[src/design/rbta_pkg.sv]
// Package for the banked ROM table address block: offsets, field layout,
// reset values, timing counts and state encodings.
// Assumes an 8-bit data memory map and a 16-bit wide program ROM.
package rbta_pkg;

    // Table address layout
    localparam int TAB_AW_MAX   = 18;
    localparam int PAGE_W       = 8;
    localparam int PAGE_SEL_W   = 5;
    localparam int BANK_LSB     = 13;
    localparam int BANK_FIELD_W = 5;
    localparam int BANK_WORDS   = 8192;
    localparam int ROM_DW       = 16;
    localparam int BANK_CNT_MAX = 32;

    localparam logic [PAGE_SEL_W-1:0] LAST_PAGE = 5'h1F;

    // Register map, data memory addresses
    localparam int REG_AW = 8;
    localparam int REG_DW = 8;
    localparam logic [REG_AW-1:0] OFF_PTR_LOW   = 8'h07;
    localparam logic [REG_AW-1:0] OFF_DATA_HIGH = 8'h08;
    localparam logic [REG_AW-1:0] OFF_BANK_SEL  = 8'h2D;
    localparam logic [REG_AW-1:0] OFF_PTR_MID   = 8'h3C;
    localparam logic [REG_AW-1:0] OFF_PTR_HIGH  = 8'h3D;
    localparam logic [REG_AW-1:0] OFF_ACT_BANK  = 8'h3E;

    localparam logic [REG_DW-1:0] RST_BYTE = 8'h00;

    // A table read occupies this many cycles after it is taken
    localparam int TAB_RD_CYCLES = 2;

    typedef enum logic [1:0] {
        ST_IDLE  = 2'b00,
        ST_FETCH = 2'b01,
        ST_DONE  = 2'b10
    } rbta_state_t;

    typedef enum logic {
        MODE_CUR  = 1'b0,
        MODE_LAST = 1'b1
    } rbta_mode_t;

endpackage

[src/design/rbta_addr_if.sv]
// Interface between the control logic and the table address former.
// Assumes both ends sit on the same clock; the path is combinational.
`timescale 1ns/1ps
interface rbta_addr_if;
    import rbta_pkg::*;

    logic [REG_DW-1:0]     ptr_low;
    logic [REG_DW-1:0]     ptr_mid;
    logic [REG_DW-1:0]     ptr_high;
    logic [REG_DW-1:0]     bank;
    rbta_mode_t            mode;
    logic [TAB_AW_MAX-1:0] addr;

    modport former (
        input  ptr_low,
        input  ptr_mid,
        input  ptr_high,
        input  bank,
        input  mode,
        output addr
    );

    modport user (
        output ptr_low,
        output ptr_mid,
        output ptr_high,
        output bank,
        output mode,
        input  addr
    );
endinterface

[src/design/rbta_addr_gen.sv]
// Table address former: builds the ROM word address of a table read.
// Assumes pointer and bank inputs are stable registers of the caller.
`timescale 1ns/1ps
module rbta_addr_gen
    import rbta_pkg::*;
#(
    parameter int TAB_AW = 18
) (
    rbta_addr_if.former a
);

    // Clears every bit at or above the given width
    function automatic logic [TAB_AW_MAX-1:0] keep_low(
        input logic [TAB_AW_MAX-1:0] v,
        input int                    w
    );
        logic [TAB_AW_MAX-1:0] r;
        r = '0;
        for (int i = 0; i < TAB_AW_MAX; i++) begin
            if (i < w) begin
                r[i] = v[i];
            end
        end
        return r;
    endfunction

    logic [TAB_AW_MAX-1:0] cur_addr;
    logic [TAB_AW_MAX-1:0] last_addr;
    logic [TAB_AW_MAX-1:0] bank_wide;

    // Upper bank bits past the variant width never reach the address
    assign bank_wide = keep_low({10'h000, a.bank}, TAB_AW - BANK_LSB);

    assign cur_addr = {a.ptr_high[1:0],
                       a.ptr_mid[7:5],
                       a.ptr_mid[4:0],
                       a.ptr_low};

    assign last_addr = {bank_wide[BANK_FIELD_W-1:0],
                        LAST_PAGE,
                        a.ptr_low};

    assign a.addr = keep_low((a.mode == MODE_LAST) ? last_addr : cur_addr,
                             TAB_AW);

endmodule

[src/design/rbta_top.sv]
// Banked program ROM table address block with its pointer registers.
// Assumes a same-clock core issuing table reads and a ROM whose data
// answers combinationally to the address shown with rom_rd_o.
//
// Behaviour
// - Current-page address from pointer low, mid, high
// - Address bits 7..0 from pointer low
// - Last-page bank field from bank select bits
// - Table address width is a variant parameter
// - Banks of 8192 words, variant bank count
// - Bank write activates on jump, call, interrupt
// - Bank value n selects words n*2000h upward
// - Eight-bit bank register, low bits effective
// - Bank register at 2Dh, read and write
// - Low byte to destination, high byte latched
// - Last-page read forces bits 12..8 high
// - Table read takes two cycles
`timescale 1ns/1ps
module rbta_top
    import rbta_pkg::*;
#(
    parameter int TAB_AW   = 18,
    parameter int BANK_CNT = 32
) (
    input  wire logic                  core_clk_i,
    input  wire logic                  arst_n_i,
    input  wire logic [REG_AW-1:0]     reg_addr_i,
    input  wire logic [REG_DW-1:0]     reg_wdata_i,
    input  wire logic                  reg_wr_i,
    input  wire logic                  reg_rd_i,
    output logic      [REG_DW-1:0]     reg_rdata_o,
    input  wire logic                  tabrd_cur_i,
    input  wire logic                  tabrd_last_i,
    input  wire logic                  branch_done_i,
    output logic                       tab_busy_o,
    output logic                       tab_done_o,
    output logic      [REG_DW-1:0]     tab_low_o,
    output logic      [TAB_AW_MAX-1:0] rom_addr_o,
    output logic                       rom_rd_o,
    input  wire logic [ROM_DW-1:0]     rom_data_i,
    output logic      [REG_DW-1:0]     active_bank_o
);

    // Effective bank bits for the variant
    localparam int BANK_W = TAB_AW - BANK_LSB;
    // A bank count beyond the field is only flagged, never trapped
    localparam logic BANK_FITS = (BANK_CNT <= (1 << BANK_W));

    // Mask of the bank bits this variant really decodes
    logic [REG_DW-1:0] bank_keep;
    for (genvar g = 0; g < REG_DW; g++) begin : g_bank_keep
        assign bank_keep[g] = (g < BANK_W);
    end

    logic        rst_meta_n;
    logic        rst_n;
    rbta_state_t state;
    logic        take;

    logic [REG_DW-1:0] table_ptr_low;
    logic [REG_DW-1:0] table_ptr_mid;
    logic [REG_DW-1:0] table_ptr_high;
    logic [REG_DW-1:0] rom_bank_select;
    logic [REG_DW-1:0] table_data_high;
    logic [REG_DW-1:0] active_bank;

    rbta_addr_if ai ();

    // Register write decode, used by the pointer and bank select processes
    function automatic logic hit(
        input logic              wr,
        input logic [REG_AW-1:0] addr,
        input logic [REG_AW-1:0] off
    );
        return wr && (addr == off);
    endfunction

    // Reset release through two flops
    always_ff @(posedge core_clk_i or negedge arst_n_i) begin
        if (!arst_n_i) begin
            rst_meta_n <= 1'b0;
            rst_n      <= 1'b0;
        end else begin
            rst_meta_n <= 1'b1;
            rst_n      <= rst_meta_n;
        end
    end

    // Software pointer registers
    always_ff @(posedge core_clk_i or negedge rst_n) begin
        if (!rst_n) begin
            table_ptr_low  <= RST_BYTE;
            table_ptr_mid  <= RST_BYTE;
            table_ptr_high <= RST_BYTE;
        end else begin
            if (hit(reg_wr_i, reg_addr_i, OFF_PTR_LOW)) begin
                table_ptr_low <= reg_wdata_i;
            end
            if (hit(reg_wr_i, reg_addr_i, OFF_PTR_MID)) begin
                table_ptr_mid <= reg_wdata_i;
            end
            if (hit(reg_wr_i, reg_addr_i, OFF_PTR_HIGH)) begin
                table_ptr_high <= reg_wdata_i;
            end
        end
    end

    // Full byte stored so software reads back what it wrote
    always_ff @(posedge core_clk_i or negedge rst_n) begin
        if (!rst_n) begin
            rom_bank_select <= RST_BYTE;
        end else if (hit(reg_wr_i, reg_addr_i, OFF_BANK_SEL)) begin
            rom_bank_select <= reg_wdata_i;
        end
    end

    // Bank in use only moves when a branch completes; value n maps to
    // word n*BANK_WORDS once joined above the 13 in-bank bits
    always_ff @(posedge core_clk_i or negedge rst_n) begin
        if (!rst_n) begin
            active_bank <= RST_BYTE;
        end else if (branch_done_i) begin
            active_bank <= rom_bank_select & bank_keep;
        end
    end

    assign active_bank_o = active_bank;

    // Address former sees the live pointers and the bank register
    assign ai.ptr_low  = table_ptr_low;
    assign ai.ptr_mid  = table_ptr_mid;
    assign ai.ptr_high = table_ptr_high;
    assign ai.bank     = rom_bank_select & bank_keep;
    // Last-page request wins when both arrive together
    assign ai.mode     = tabrd_last_i ? MODE_LAST : MODE_CUR;

    rbta_addr_gen #(
        .TAB_AW (TAB_AW)
    ) u_addr_gen (
        .a (ai.former)
    );

    // New reads are refused until the current one has finished
    assign take = (state == ST_IDLE) && (tabrd_cur_i || tabrd_last_i);

    // Table read sequence: take, fetch, done
    always_ff @(posedge core_clk_i or negedge rst_n) begin
        if (!rst_n) begin
            state <= ST_IDLE;
        end else begin
            case (state)
                ST_IDLE: begin
                    if (take) begin
                        state <= ST_FETCH;
                    end
                end
                ST_FETCH: begin
                    state <= ST_DONE;
                end
                ST_DONE: begin
                    // Done cycle still counts as busy, requests here drop
                    state <= ST_IDLE;
                end
                default: begin
                    state <= ST_IDLE;
                end
            endcase
        end
    end

    // Address captured at take so pointer writes cannot tear a read
    always_ff @(posedge core_clk_i or negedge rst_n) begin
        if (!rst_n) begin
            rom_addr_o <= '0;
        end else if (take) begin
            rom_addr_o <= ai.addr;
        end
    end

    // Handshake outputs decode the state directly, no extra lag
    assign rom_rd_o   = (state == ST_FETCH);
    assign tab_busy_o = (state != ST_IDLE);
    assign tab_done_o = (state == ST_DONE);

    // ROM word split: low to the destination, high held read-only
    always_ff @(posedge core_clk_i or negedge rst_n) begin
        if (!rst_n) begin
            tab_low_o       <= RST_BYTE;
            table_data_high <= RST_BYTE;
        end else if (state == ST_FETCH) begin
            tab_low_o       <= rom_data_i[7:0];
            table_data_high <= rom_data_i[15:8];
        end
    end

    // Read data valid the cycle after the strobe only
    always_ff @(posedge core_clk_i or negedge rst_n) begin
        if (!rst_n) begin
            reg_rdata_o <= RST_BYTE;
        end else if (reg_rd_i) begin
            // Unmapped addresses read back as zero
            case (reg_addr_i)
                OFF_PTR_LOW:   reg_rdata_o <= table_ptr_low;
                OFF_DATA_HIGH: reg_rdata_o <= table_data_high;
                OFF_BANK_SEL:  reg_rdata_o <= rom_bank_select;
                OFF_PTR_MID:   reg_rdata_o <= table_ptr_mid;
                OFF_PTR_HIGH:  reg_rdata_o <= table_ptr_high;
                OFF_ACT_BANK:  reg_rdata_o <= active_bank;
                default:       reg_rdata_o <= RST_BYTE;
            endcase
        end else begin
            reg_rdata_o <= RST_BYTE;
        end
    end

    // BANK_CNT kept for variant bookkeeping; counts of 24 and 12 share
    // the bit width of 32 and 16, so out-of-range banks are not trapped
    logic unused_cnt;
    assign unused_cnt = (BANK_CNT > BANK_CNT_MAX) || !BANK_FITS;

endmodule

[config.mk]
export PLATFORM = sky130hd
export DESIGN_NAME = rbta_top
export DESIGN_NICKNAME = d
export VERILOG_FILES = /design/src/design/rbta_pkg.sv /design/src/design/rbta_addr_if.sv /design/src/design/rbta_addr_gen.sv /design/src/design/rbta_top.sv
export SDC_FILE = /design/constraint.sdc
export NUM_CORES = 1
export LEC_CHECK = 0
export ABC_CLOCK_PERIOD_IN_PS = 2700
export BUFFER_PORTS_ARGS = -buffer_cell sky130_fd_sc_hd__buf_4
export CELL_PAD_IN_SITES_DETAIL_PLACEMENT = 1
export CELL_PAD_IN_SITES_GLOBAL_PLACEMENT = 2
export CORE_ASPECT_RATIO = 1.2
export CORE_MARGIN = 2
export CORE_UTILIZATION = 32
export CTS_CLUSTER_SIZE = 40
export DETAILED_ROUTE_END_ITERATION = 10
export GPL_ROUTABILITY_DRIVEN = 0
export HOLD_SLACK_MARGIN = 0.15
export PLACE_DENSITY = 0.73
export RECOVER_POWER = 100
export SLEW_MARGIN = 20
export SYNTH_ARGS = -nofsm -noshare
export SYNTH_HDL_FRONTEND = slang
export SYNTH_SLANG_ARGS = --single-unit
[constraint.sdc]
create_clock -name core_clk_i -period 2.7 [get_ports core_clk_i]
set_clock_uncertainty 0.1 [all_clocks]
set_input_delay 0.405 -clock core_clk_i [delete_from_list [all_inputs] [get_ports core_clk_i]]
set_output_delay 0.405 -clock core_clk_i [all_outputs]
set_load 0.01 [all_outputs]
==> results of run 1 <==
[worst paths after layout]
kind                       slack, ns             end          start  depth (start not counted)
max                             0.50  reg_rdata_o[1]  reg_addr_i[4]                          5
min                             0.20    tab_low_o[6]  rom_data_i[6]                          2
max reg2reg                     0.88    tab_low_o[1]       state[1]                          3
min reg2reg                     0.25           rst_n     rst_meta_n                          0
max in group asynchronous       1.15        state[1]          rst_n                          1
min in group asynchronous       0.27           rst_n       arst_n_i                          2
[cells by family (layout without fill, tap and decap cells)]
logic type	Yosys count	count (layout)	synth area share, %
DFF	83	83	60.14
muxes	71	71	22.97
and+or+nand+nor	38	38	7.464
AOI/OAI and AO/OA	35	35	7.283
buffers and inverters	13	104	1.920
other	2	4	0.2175
[sequential cells by signal (all words and copies together) (netlist names)]
| register | flops |
|---|---|
| tab_low_o | 8 |
| rom_bank_select | 8 |
| active_bank_o | 5 |
| table_data_high | 8 |
| rst_meta_n | 1 |
| ai.ptr_high | 8 |
| ai.ptr_mid | 8 |
| state | 2 |
| reg_rdata_o | 8 |
| ai.ptr_low | 8 |
| rom_addr_o | 18 |
| rst_n | 1 |
[power groups by stage]
| stage | sequential, uW | clock [uW] | combinational [uW] |
|---|---|---|---|
| finish | 1670 | 1290 | 812 |
| detailed placement | 1700 | 0 | 1000 |
| CTS | 1680 | 1330 | 1010 |
| global route | 1710 | 1380 | 908 |
| global placement | 1690 | 0 | 982 |
| floorplan | 1740 | 0 | 462 |
[metrics by stage]
| step | cells | setup slack [ns] | instance area [um^2] |
|---|---|---|---|
| 4_1_cts | 464 | 0.6657 | 4548 |
| 3_5_place_dp | 447 | 0.4419 | 4227 |
| 6_report | 464 | 0.5014 | 4318 |
| 5_1_grt | 464 | 0.3337 | 4318 |
| 2_1_floorplan | 244 | 0.1171 | 3461 |
| 3_3_place_gp | 447 | 0.4179 | 4227 |
[cell usage in the layout, fill, tap and decap left out, drive strengths merged, types with 4 or more instances in the layout]
master  netlist  routed
conb          2       4
a222oi        8       8
clkbuf        5      58
nor2b         4       4
a21boi        5       5
mux2         66      66
dfrtp        83      83
nor2         19      19
a22oi         8       8
a21oi        13      13
buf           7      39
mux2i         5       5
[per-layer routing]
metal  global-route usage [%]  vias up  wire length, um
met4                    7.962        0              242
li1                         -     1067                -
met3                    3.029       14              437
met1                    19.65     1155             3588
met5                        0        -                0
met2                    24.11       59             4064
[area by class of cell]
type,count,share of cell area [%]
sequential,83,48.10
multi-input combinational,148,29.47
timing repair buffer,87,11.39
clock buffer,11,5.390
tap,129,3.738
clock inverter,5,1.826
inverter,1,0.08693
[timing repair]
action,4_1_cts,5_1_grt
setup buffers,0,0
hold endpoints to repair,2,0
hold buffers,1,0
==> metrics, run 1 <==
I/O Buffers=80; CTS clk-pin slew, worst paths=approximately 0.060 ns; Crit Path Category=primary input to flop; Sequential Power Share=44.3%; CTS tree=yes; cells after synthesis=242; Storage cell area=2077 um^2; Die Footprint=11,640 um^2; final setup fails=0; unrepaired setup endpoints after global routing=no; worst endpoint required time=~2.9 ns; Worst setup EP type=flop; Post-synth top cells=dfrtp_1, mux2_2, nor2_1, a21oi_1; Final min period=between 2 and 2.5 ns; Std-Cell Rows=41; TNS Setup=0 ns; cts repair resizes=0; Via density=around 4.9; worst hold path type=primary input to flop; sequential area share after synthesis=60.14%; H-tree depth=3; worst-path maximum fanout=9; Yosys top cell area share=between 60 and 70%; Die Wd=around 99 um; Buf/Inv on CP=1; ANT cells=0; total CTS buffers=9; Worst-Skew Late Latency=around 0.34 ns; root buffer cell=clkbuf_16; clock buffer depth=2; Starting Density=approximately a third; most common cell in the netlist=dfrtp_1; Comb power frac=between 20% and 30%; drt total wl=between 8000 and 9000 um; Netlist cell types=28; core area=10,520 um^2; Post-Syn Area=around 3500 um^2; leading area contributor after synthesis=dfrtp_1; Hold Fails Final Rpt=0; clock share of power=between 30% and 40%; Worst Tran Pin Value=1.322 ns; Max transition margin=between 10% and 20%; Slew Limit Fails=0; Ys Warns=0; Sw Share=between 20% and 30%; Max Fclk=approximately 450 MHz; Seq cells post-synth=between 80 and 90; VDD IR max=about 400 uV; num ports=84; nets=~370; Post-synth EDFFs=0; First-pass DRT Iterations=4; status=complete, no violations; family with the most delay on the worst path=simple AND/OR/NAND/NOR gates; antenna violations before repair=0; max-cap violation count=0; Core Util, Final=41.06%; Layout area overhead=25.04%; fraction of layout instances using a drive strength above 1=a little over a third; ys flop type=dfrtp_1; data arrival time of the critical path=~2.4 ns; asr flop ratio synth=100.0%; Pwr Total=roughly 3800 uW; routed len/inst=approximately 18 um; switching pwr=roughly 1100 uW; total track usage=15.25%; power per cell area=between 800 and 900 nW/um^2; DP HPWL=approximately 6300 um; Int Pwr=~2700 uW; vias in the first global route=2,511; detailed-route via count=2,295; startpoint types=primary input; Congestion Overflow GR=0; Leakage=a little under 0.002 uW; pin count of the biggest net entering global routing=51; area of the multi-input gates=between 1000 and 1500 um^2; DRC Markers=0; detailed router's first-iteration violation count=~120; Routed Antenna Nets=0; Die Y-Extent=roughly 120 um; clock sinks=83; fin crit share=roughly four fifths; CP max-delay cell=nor4b_2; final hold slack=about 0.20 ns; top cells by area, synth=dfrtp_1, mux2_2, a222oi_1, nor2_1, a21oi_1; global-route wire length before repair=between 10,000 and 15,000 um; Syn Area/Cell=approximately 14 um^2; CP peak stage delay=0.79 ns; critical-path cell list=clkbuf_1 > or4_1 > nor4b_2 > a222oi_1 > a21boi_0; fillers=1,105
Power figures use the tool's default switching activity.
==> run 2, diff against run 1 <==
Settings changed: ABC_AREA from default to 1, ABC_CLOCK_PERIOD_IN_PS 2700 to 1900, CORE_UTILIZATION 32 to 29.
Clock period 2.7 ns to 1.9 ns, I/O delays scaled along.
==> run 2 against run 1 <==
Effect of this change: via count up 39%; largest cell class unchanged; synthesized area increased by 10%; critical endpoint is now ai.ptr_high[4]; clock power rose by 46%; cell count rose by 52%.
==> metrics, run 2 <==
startpoint types=primary input; Compound-Gate Fraction of Synth Area=9.004%; Post-Syn Area=roughly 3800 um^2; Starting Density=29.92%; Congestion Overflow GR=0; Via density=about 4.5; detailed router's first-iteration violation count=~120; antenna violations before repair=0; Die Wd=between 100 and 150 um; sequential area share after synthesis=54.55%; num ports=84; routed len/inst=15.24 um; cells after synthesis=between 400 and 500; max-cap violation count=0; worst hold path type=primary input to async pin; Post-Synth XOR/XNOR Area=0%; top cells by area, synth=dfrtp_1, nand2_1, nand3_1, inv_1, o21ai_0; Worst Slack Setup Final=about 0.27 ns; nets=approximately 580; H-tree depth=3; Layout area overhead=29.44%; adder-cell share of the synthesized area=0%; I/O Buffers=80; Post-synth top cells=nand2_1, dfrtp_1, nand3_1, inv_1, o21ai_0; Post-CTS Setup Bufs=0; Std-Cell Rows=45; Core Util, Final=38.73%; Slew Limit Fails=0; fin crit share=85.83%; Crit Path Category=primary input to flop; cts repair resizes=0; Seq cells post-synth=83; Routed Antenna Nets=0; most common cell in the netlist=nand2_1; CTS tree=yes; clock buffer depth=2; power per cell area=~1200 nW/um^2; fraction of layout instances using a drive strength above 1=approximately 16%; CTS clk-pin slew, worst paths=0.06 ns; Max Fclk=about 600 MHz; total track usage=approximately 16%; largest family of logic cells by synthesized area=simple AND/OR/NAND/NOR gates; detailed-route via count=between 3,000 and 4,000; Syn Area/Cell=approximately 8.9 um^2; clock sinks=83; data arrival time of the critical path=1.75 ns; DRC Markers=0; Max transition margin=between 40 and 50%; DP HPWL=roughly 8200 um; pin count of the biggest net entering global routing=34; ys flop type=dfrtp_1; worst-path maximum fanout=18; asr flop ratio synth=100.0%; final setup fails=0; core area=between 10,000 and 15,000 um^2; leading area contributor after synthesis=dfrtp_1; Post-synth EDFFs=0; number of flip-flops in the largest register=18; vias in the first global route=approximately 3,500; ANT cells=0; Hold Fails Final Rpt=0; Yosys top cell area share=54.55%; First-pass DRT Iterations=4; Die Y-Extent=between 100 and 150 um; root buffer cell=clkbuf_16; total CTS buffers=9; global-route wire length before repair=between 15,000 and 20,000 um; worst endpoint required time=between 2 and 2.5 ns; Ys Warns=0; commonest non-fill, non-tap cell in the layout=nand2_1; Netlist cell types=25; TNS Setup=0 ns; Worst-Skew Late Latency=roughly 0.33 ns; Worst Tran Pin Value=slightly above 0.8 ns; Final min period=roughly 1.6 ns; Setup WS pre-CTS=around 0.18 ns; Die Footprint=between 10,000 and 15,000 um^2; post-synthesis simple-gate area fraction=roughly 28%; mux cell area share after synthesis=around 1.2%; drt total wl=approximately 11,000 um; VDD IR max=about 420 uV; unrepaired setup endpoints after global routing=no; commonest non-fill, non-tap cells in the layout=nand2_1, dfrtp_1, clkbuf_1; Worst setup EP type=flop; status=complete, no violations; Reg with most FFs=rom_addr_o; Leakage=between 0.002 and 0.0025 uW
[run 2: cell count changes in the layout (fill, tap and decap cells not counted), sizes merged, moves of 9 or more]
cell,before,now
dlygate4sd3,1,26
inv,1,39
mux2,66,4
nand2,3,141
nand3,0,46
nor2,19,34
o21a,0,9
o21ai,0,44
[run 2: what timing repair did]
| action | in CTS | in global routing |
|---|---|---|
| hold buffers | 26 | 0 |
| endpoints found under the hold margin | 38 | 0 |
| endpoints found under the setup margin | 0 | 0 |
[run 2: per-stage QoR]
stage / hold WS [ns] / area (um^2) / total power, uW / cells
after floorplan: -0.1106 / 3816 / 3343 / 429
after global placement: -0.03263 / 4568 / 4214 / 665
after detailed placement: -0.03191 / 4568 / 4260 / 665
after CTS: 0.1509 / 5145 / 6219 / 706
after global routing: 0.1677 / 4928 / 6271 / 706
final: 0.1595 / 4928 / 5817 / 706
[run 2: worst paths after layout]
kind | start | endpoint | slack [ns] | cells after the start
worst min-delay path | arst_n_i | rst_n | 0.16 | 2
min in group core_clk_i | reg_rd_i | reg_rdata_o[5] | 0.20 | 3
max in group asynchronous | rst_n | reg_rdata_o[7] | 0.52 | 1
worst max-delay path | reg_addr_i[1] | ai.ptr_high[4] | 0.27 | 8
worst max register to register | state[1] | rom_addr_o[11] | 0.44 | 5
worst min register to register | rst_n | state[1] | 0.18 | 0
[run 2: where the power goes]
| group | internal [uW] | total [uW] | leakage, uW | switching, uW |
|---|---|---|---|---|
| Combinational | 508 | 1430 | 0.00129 | 927 |
| Clock | 1180 | 1880 | 0.000156 | 698 |
| Sequential | 2220 | 2500 | 0.00101 | 286 |
| Total | 3910 | 5820 | 0.00246 | 1910 |
[run 2: cells by family after synthesis]
group / after synthesis
flip-flops: 83
AO/OA/AOI/OAI: 61
other: 2
multiplexers: 4
AND/OR/NAND/NOR: 222
buffers and inverters: 55
[run 2: cell type report]
| type | instances | area [um^2] |
|---|---|---|
| inverters | 38 | 142.6 |
| flip-flops and latches | 83 | 2081 |
| well taps | 164 | 205.2 |
| repair buffers | 115 | 743.2 |
| clock inverters | 4 | 73.82 |
| multi-input cells | 291 | 1440 |
| fillers | 1561 | 7796 |
| clock buffers | 11 | 242.7 |
[run 2: routing by layer]
layer	vias up	routed length, um	track usage, %
li1	1569	-	-
met1	1569	4922	21.33
met2	47	5458	28.01
met3	7	267	3.219
met4	0	114	4.525
met5	-	0	0
[run 2: worst max-delay path: stages]
cell and delay, ns:
buf_4 0.12, inv_2 0.06, nand2_2 0.06, nor2_2 0.62
nand2_4 0.12, nor2_4 0.28, nand2_1 0.09, o21a_1 0.11
==> run 3, diff against run 2 <==
Settings changed: ABC_AREA 1 to default, CORE_UTILIZATION 29 to 34, CTS_BUF_LIST from default to sky130_fd_sc_hd__clkbuf_4, PLACE_DENSITY 0.73 to 0.76, RECOVER_POWER 100 to 25.
==> run 3 against run 2 <==
Effect of this change: worst setup slack worse by 0.14 ns; die area shrank 22%; non-clock buffer count increased by 5; sequential share of layout area grew 2.1 points; first-iteration DRC count grew 2.5%; highest routed layer unchanged.
==> metrics, run 3 (synthesis results as in run 1) <==
Routed Antenna Nets=0; family with the most delay on the worst path=buffers and inverters; total track usage=16.50%; Post-CTS Setup Bufs=0; vias in the first global route=2,577; Worst setup EP type=output port; H-tree depth=3; global-route wire length before repair=around 14,000 um; Slew Limit Fails=0; CTS clk-pin slew, worst paths=0.11 ns; Die Wd=96 um; antenna violations before repair=2; Worst Slack Setup Final=0.1322 ns; drt total wl=~8500 um; root buffer cell=clkbuf_4; cts repair resizes=0; startpoint types=flop; fraction of layout instances using a drive strength above 1=between 40% and 50%; core area=9960 um^2; Crit Path Category=flop to output port; power per cell area=1028 nW/um^2; Congestion Overflow GR=0; Die Footprint=between 10,000 and 15,000 um^2; commonest non-fill, non-tap cells in the layout=buf_4, dfrtp_1, mux2_2; DRC Markers=0; First-pass DRT Iterations=6; pin count of the biggest net entering global routing=39; clock sinks=83; Reg with most FFs=rom_addr_o; CP max-delay cell=dfrtp_1; total CTS buffers=9; critical-path cell list=nor2b_2 > buf_4 > buf_4; final setup fails=0; TNS Setup=0 ns; Worst Tran Pin Value=0.8368 ns; I/O Buffers=80; num ports=84; CTS tree=yes; Final min period=around 1.8 ns; hold buffers post-CTS=29; Layout area overhead=35.76%; VDD IR max=approximately 580 uV; detailed router's first-iteration violation count=between 100 and 150; Worst-Skew Late Latency=~0.42 ns; DP HPWL=approximately 6200 um; nets=~400; Die Y-Extent=114.4 um; unrepaired setup endpoints after global routing=no; max-cap violation count=0; Std-Cell Rows=40; commonest non-fill, non-tap cell in the layout=buf_4; final hold slack=about 0.25 ns; Via density=roughly 5; worst hold path type=primary input to flop; Hold Fails Final Rpt=0; Buf/Inv on CP=2; Max Fclk=between 500 and 600 MHz; detailed-route via count=~2,400; worst endpoint required time=roughly 1.5 ns; fin crit share=93.04%; Core Util, Final=between 40% and 50%; worst-path maximum fanout=17; data arrival time of the critical path=approximately 1.4 ns; Starting Density=between 30% and 40%; clock buffer depth=2; Leakage=around 0.0023 uW; Setup WS pre-CTS=-0.007156 ns; number of flip-flops in the largest register=18; Max transition margin=between 40 and 50%; Pwr Total=4818 uW; routed len/inst=roughly 17 um; status=complete, no violations; CP peak stage delay=about 0.42 ns; Crit path top cell by count=buf_4
## run 3: cell types whose count changed in the layout (fill, tap and decap cells not counted), moves of 7 or more
| cell | change |
|---|---|
| a21oi_1 | +7 |
| a222oi_1 | +8 |
| a22oi_1 | +8 |
| buf_4 | +47 |
| clkbuf_1 | -48 |
| clkbuf_16 | -9 |
| clkbuf_4 | +12 |
| inv_1 | -35 |
| mux2_2 | +62 |
| nand2_1 | -133 |
| nand3_1 | -45 |
| o21a_1 | -9 |
| o21ai_0 | -38 |
## run 3: worst register-to-register path: stages (launching register included)
cell and delay (ns):
dfrtp_1 0.41, or2_2 0.32, nor2_2 0.15, buf_12 0.20
mux2_2 0.36
## run 3: routing by layer
layer  GRT usage [%]  vias to the layer above  wire length [um]
li1                -                     1135                 -
met1           21.04                     1248              3574
met2           27.13                       61              4538
met3           3.555                        4               329
met4           6.476                        0                66
met5               0                        -                 0
## run 3: cell type report
| class | count | area [um^2] |
|---|---|---|
| Tap cell | 126 | 157.7 |
| Multi-Input combinational cell | 148 | 1323 |
| Clock inverter | 4 | 41.29 |
| Timing Repair Buffer | 120 | 989.7 |
| Fill cell | 1079 | 5271 |
| Inverter | 1 | 3.754 |
| Antenna cell | 2 | 5.005 |
| Sequential cell | 83 | 2078 |
| Clock buffer | 12 | 90.09 |
## run 3: path summary, 6_finish.rpt
check,start,endpoint,slack (ns),cells after the start
setup / recovery,state[1],rom_rd_o,0.13,3
hold reg to reg,rst_meta_n,rst_n,0.27,0
max in group asynchronous,rst_n,ai.ptr_high[2],0.35,1
hold / removal,tabrd_cur_i,state[0],0.25,4
setup reg to reg,state[0],rom_addr_o[4],0.26,4
min in group asynchronous,rst_n,table_data_high[6],0.28,0
## run 3: where the power goes
group          total [uW]  internal [uW]  switching (uW)
Combinational        1440            830             615
Sequential           2370           2140             233
Clock                1000            435             569
## run 3: metrics by stage
| step | instances | cell area [um^2] |
|---|---|---|
| floorplan | 244 | 3462 |
| global placement | 449 | 4298 |
| detailed placement | 449 | 4298 |
| CTS | 494 | 4720 |
| global route | 496 | 4688 |
| finish | 496 | 4688 |
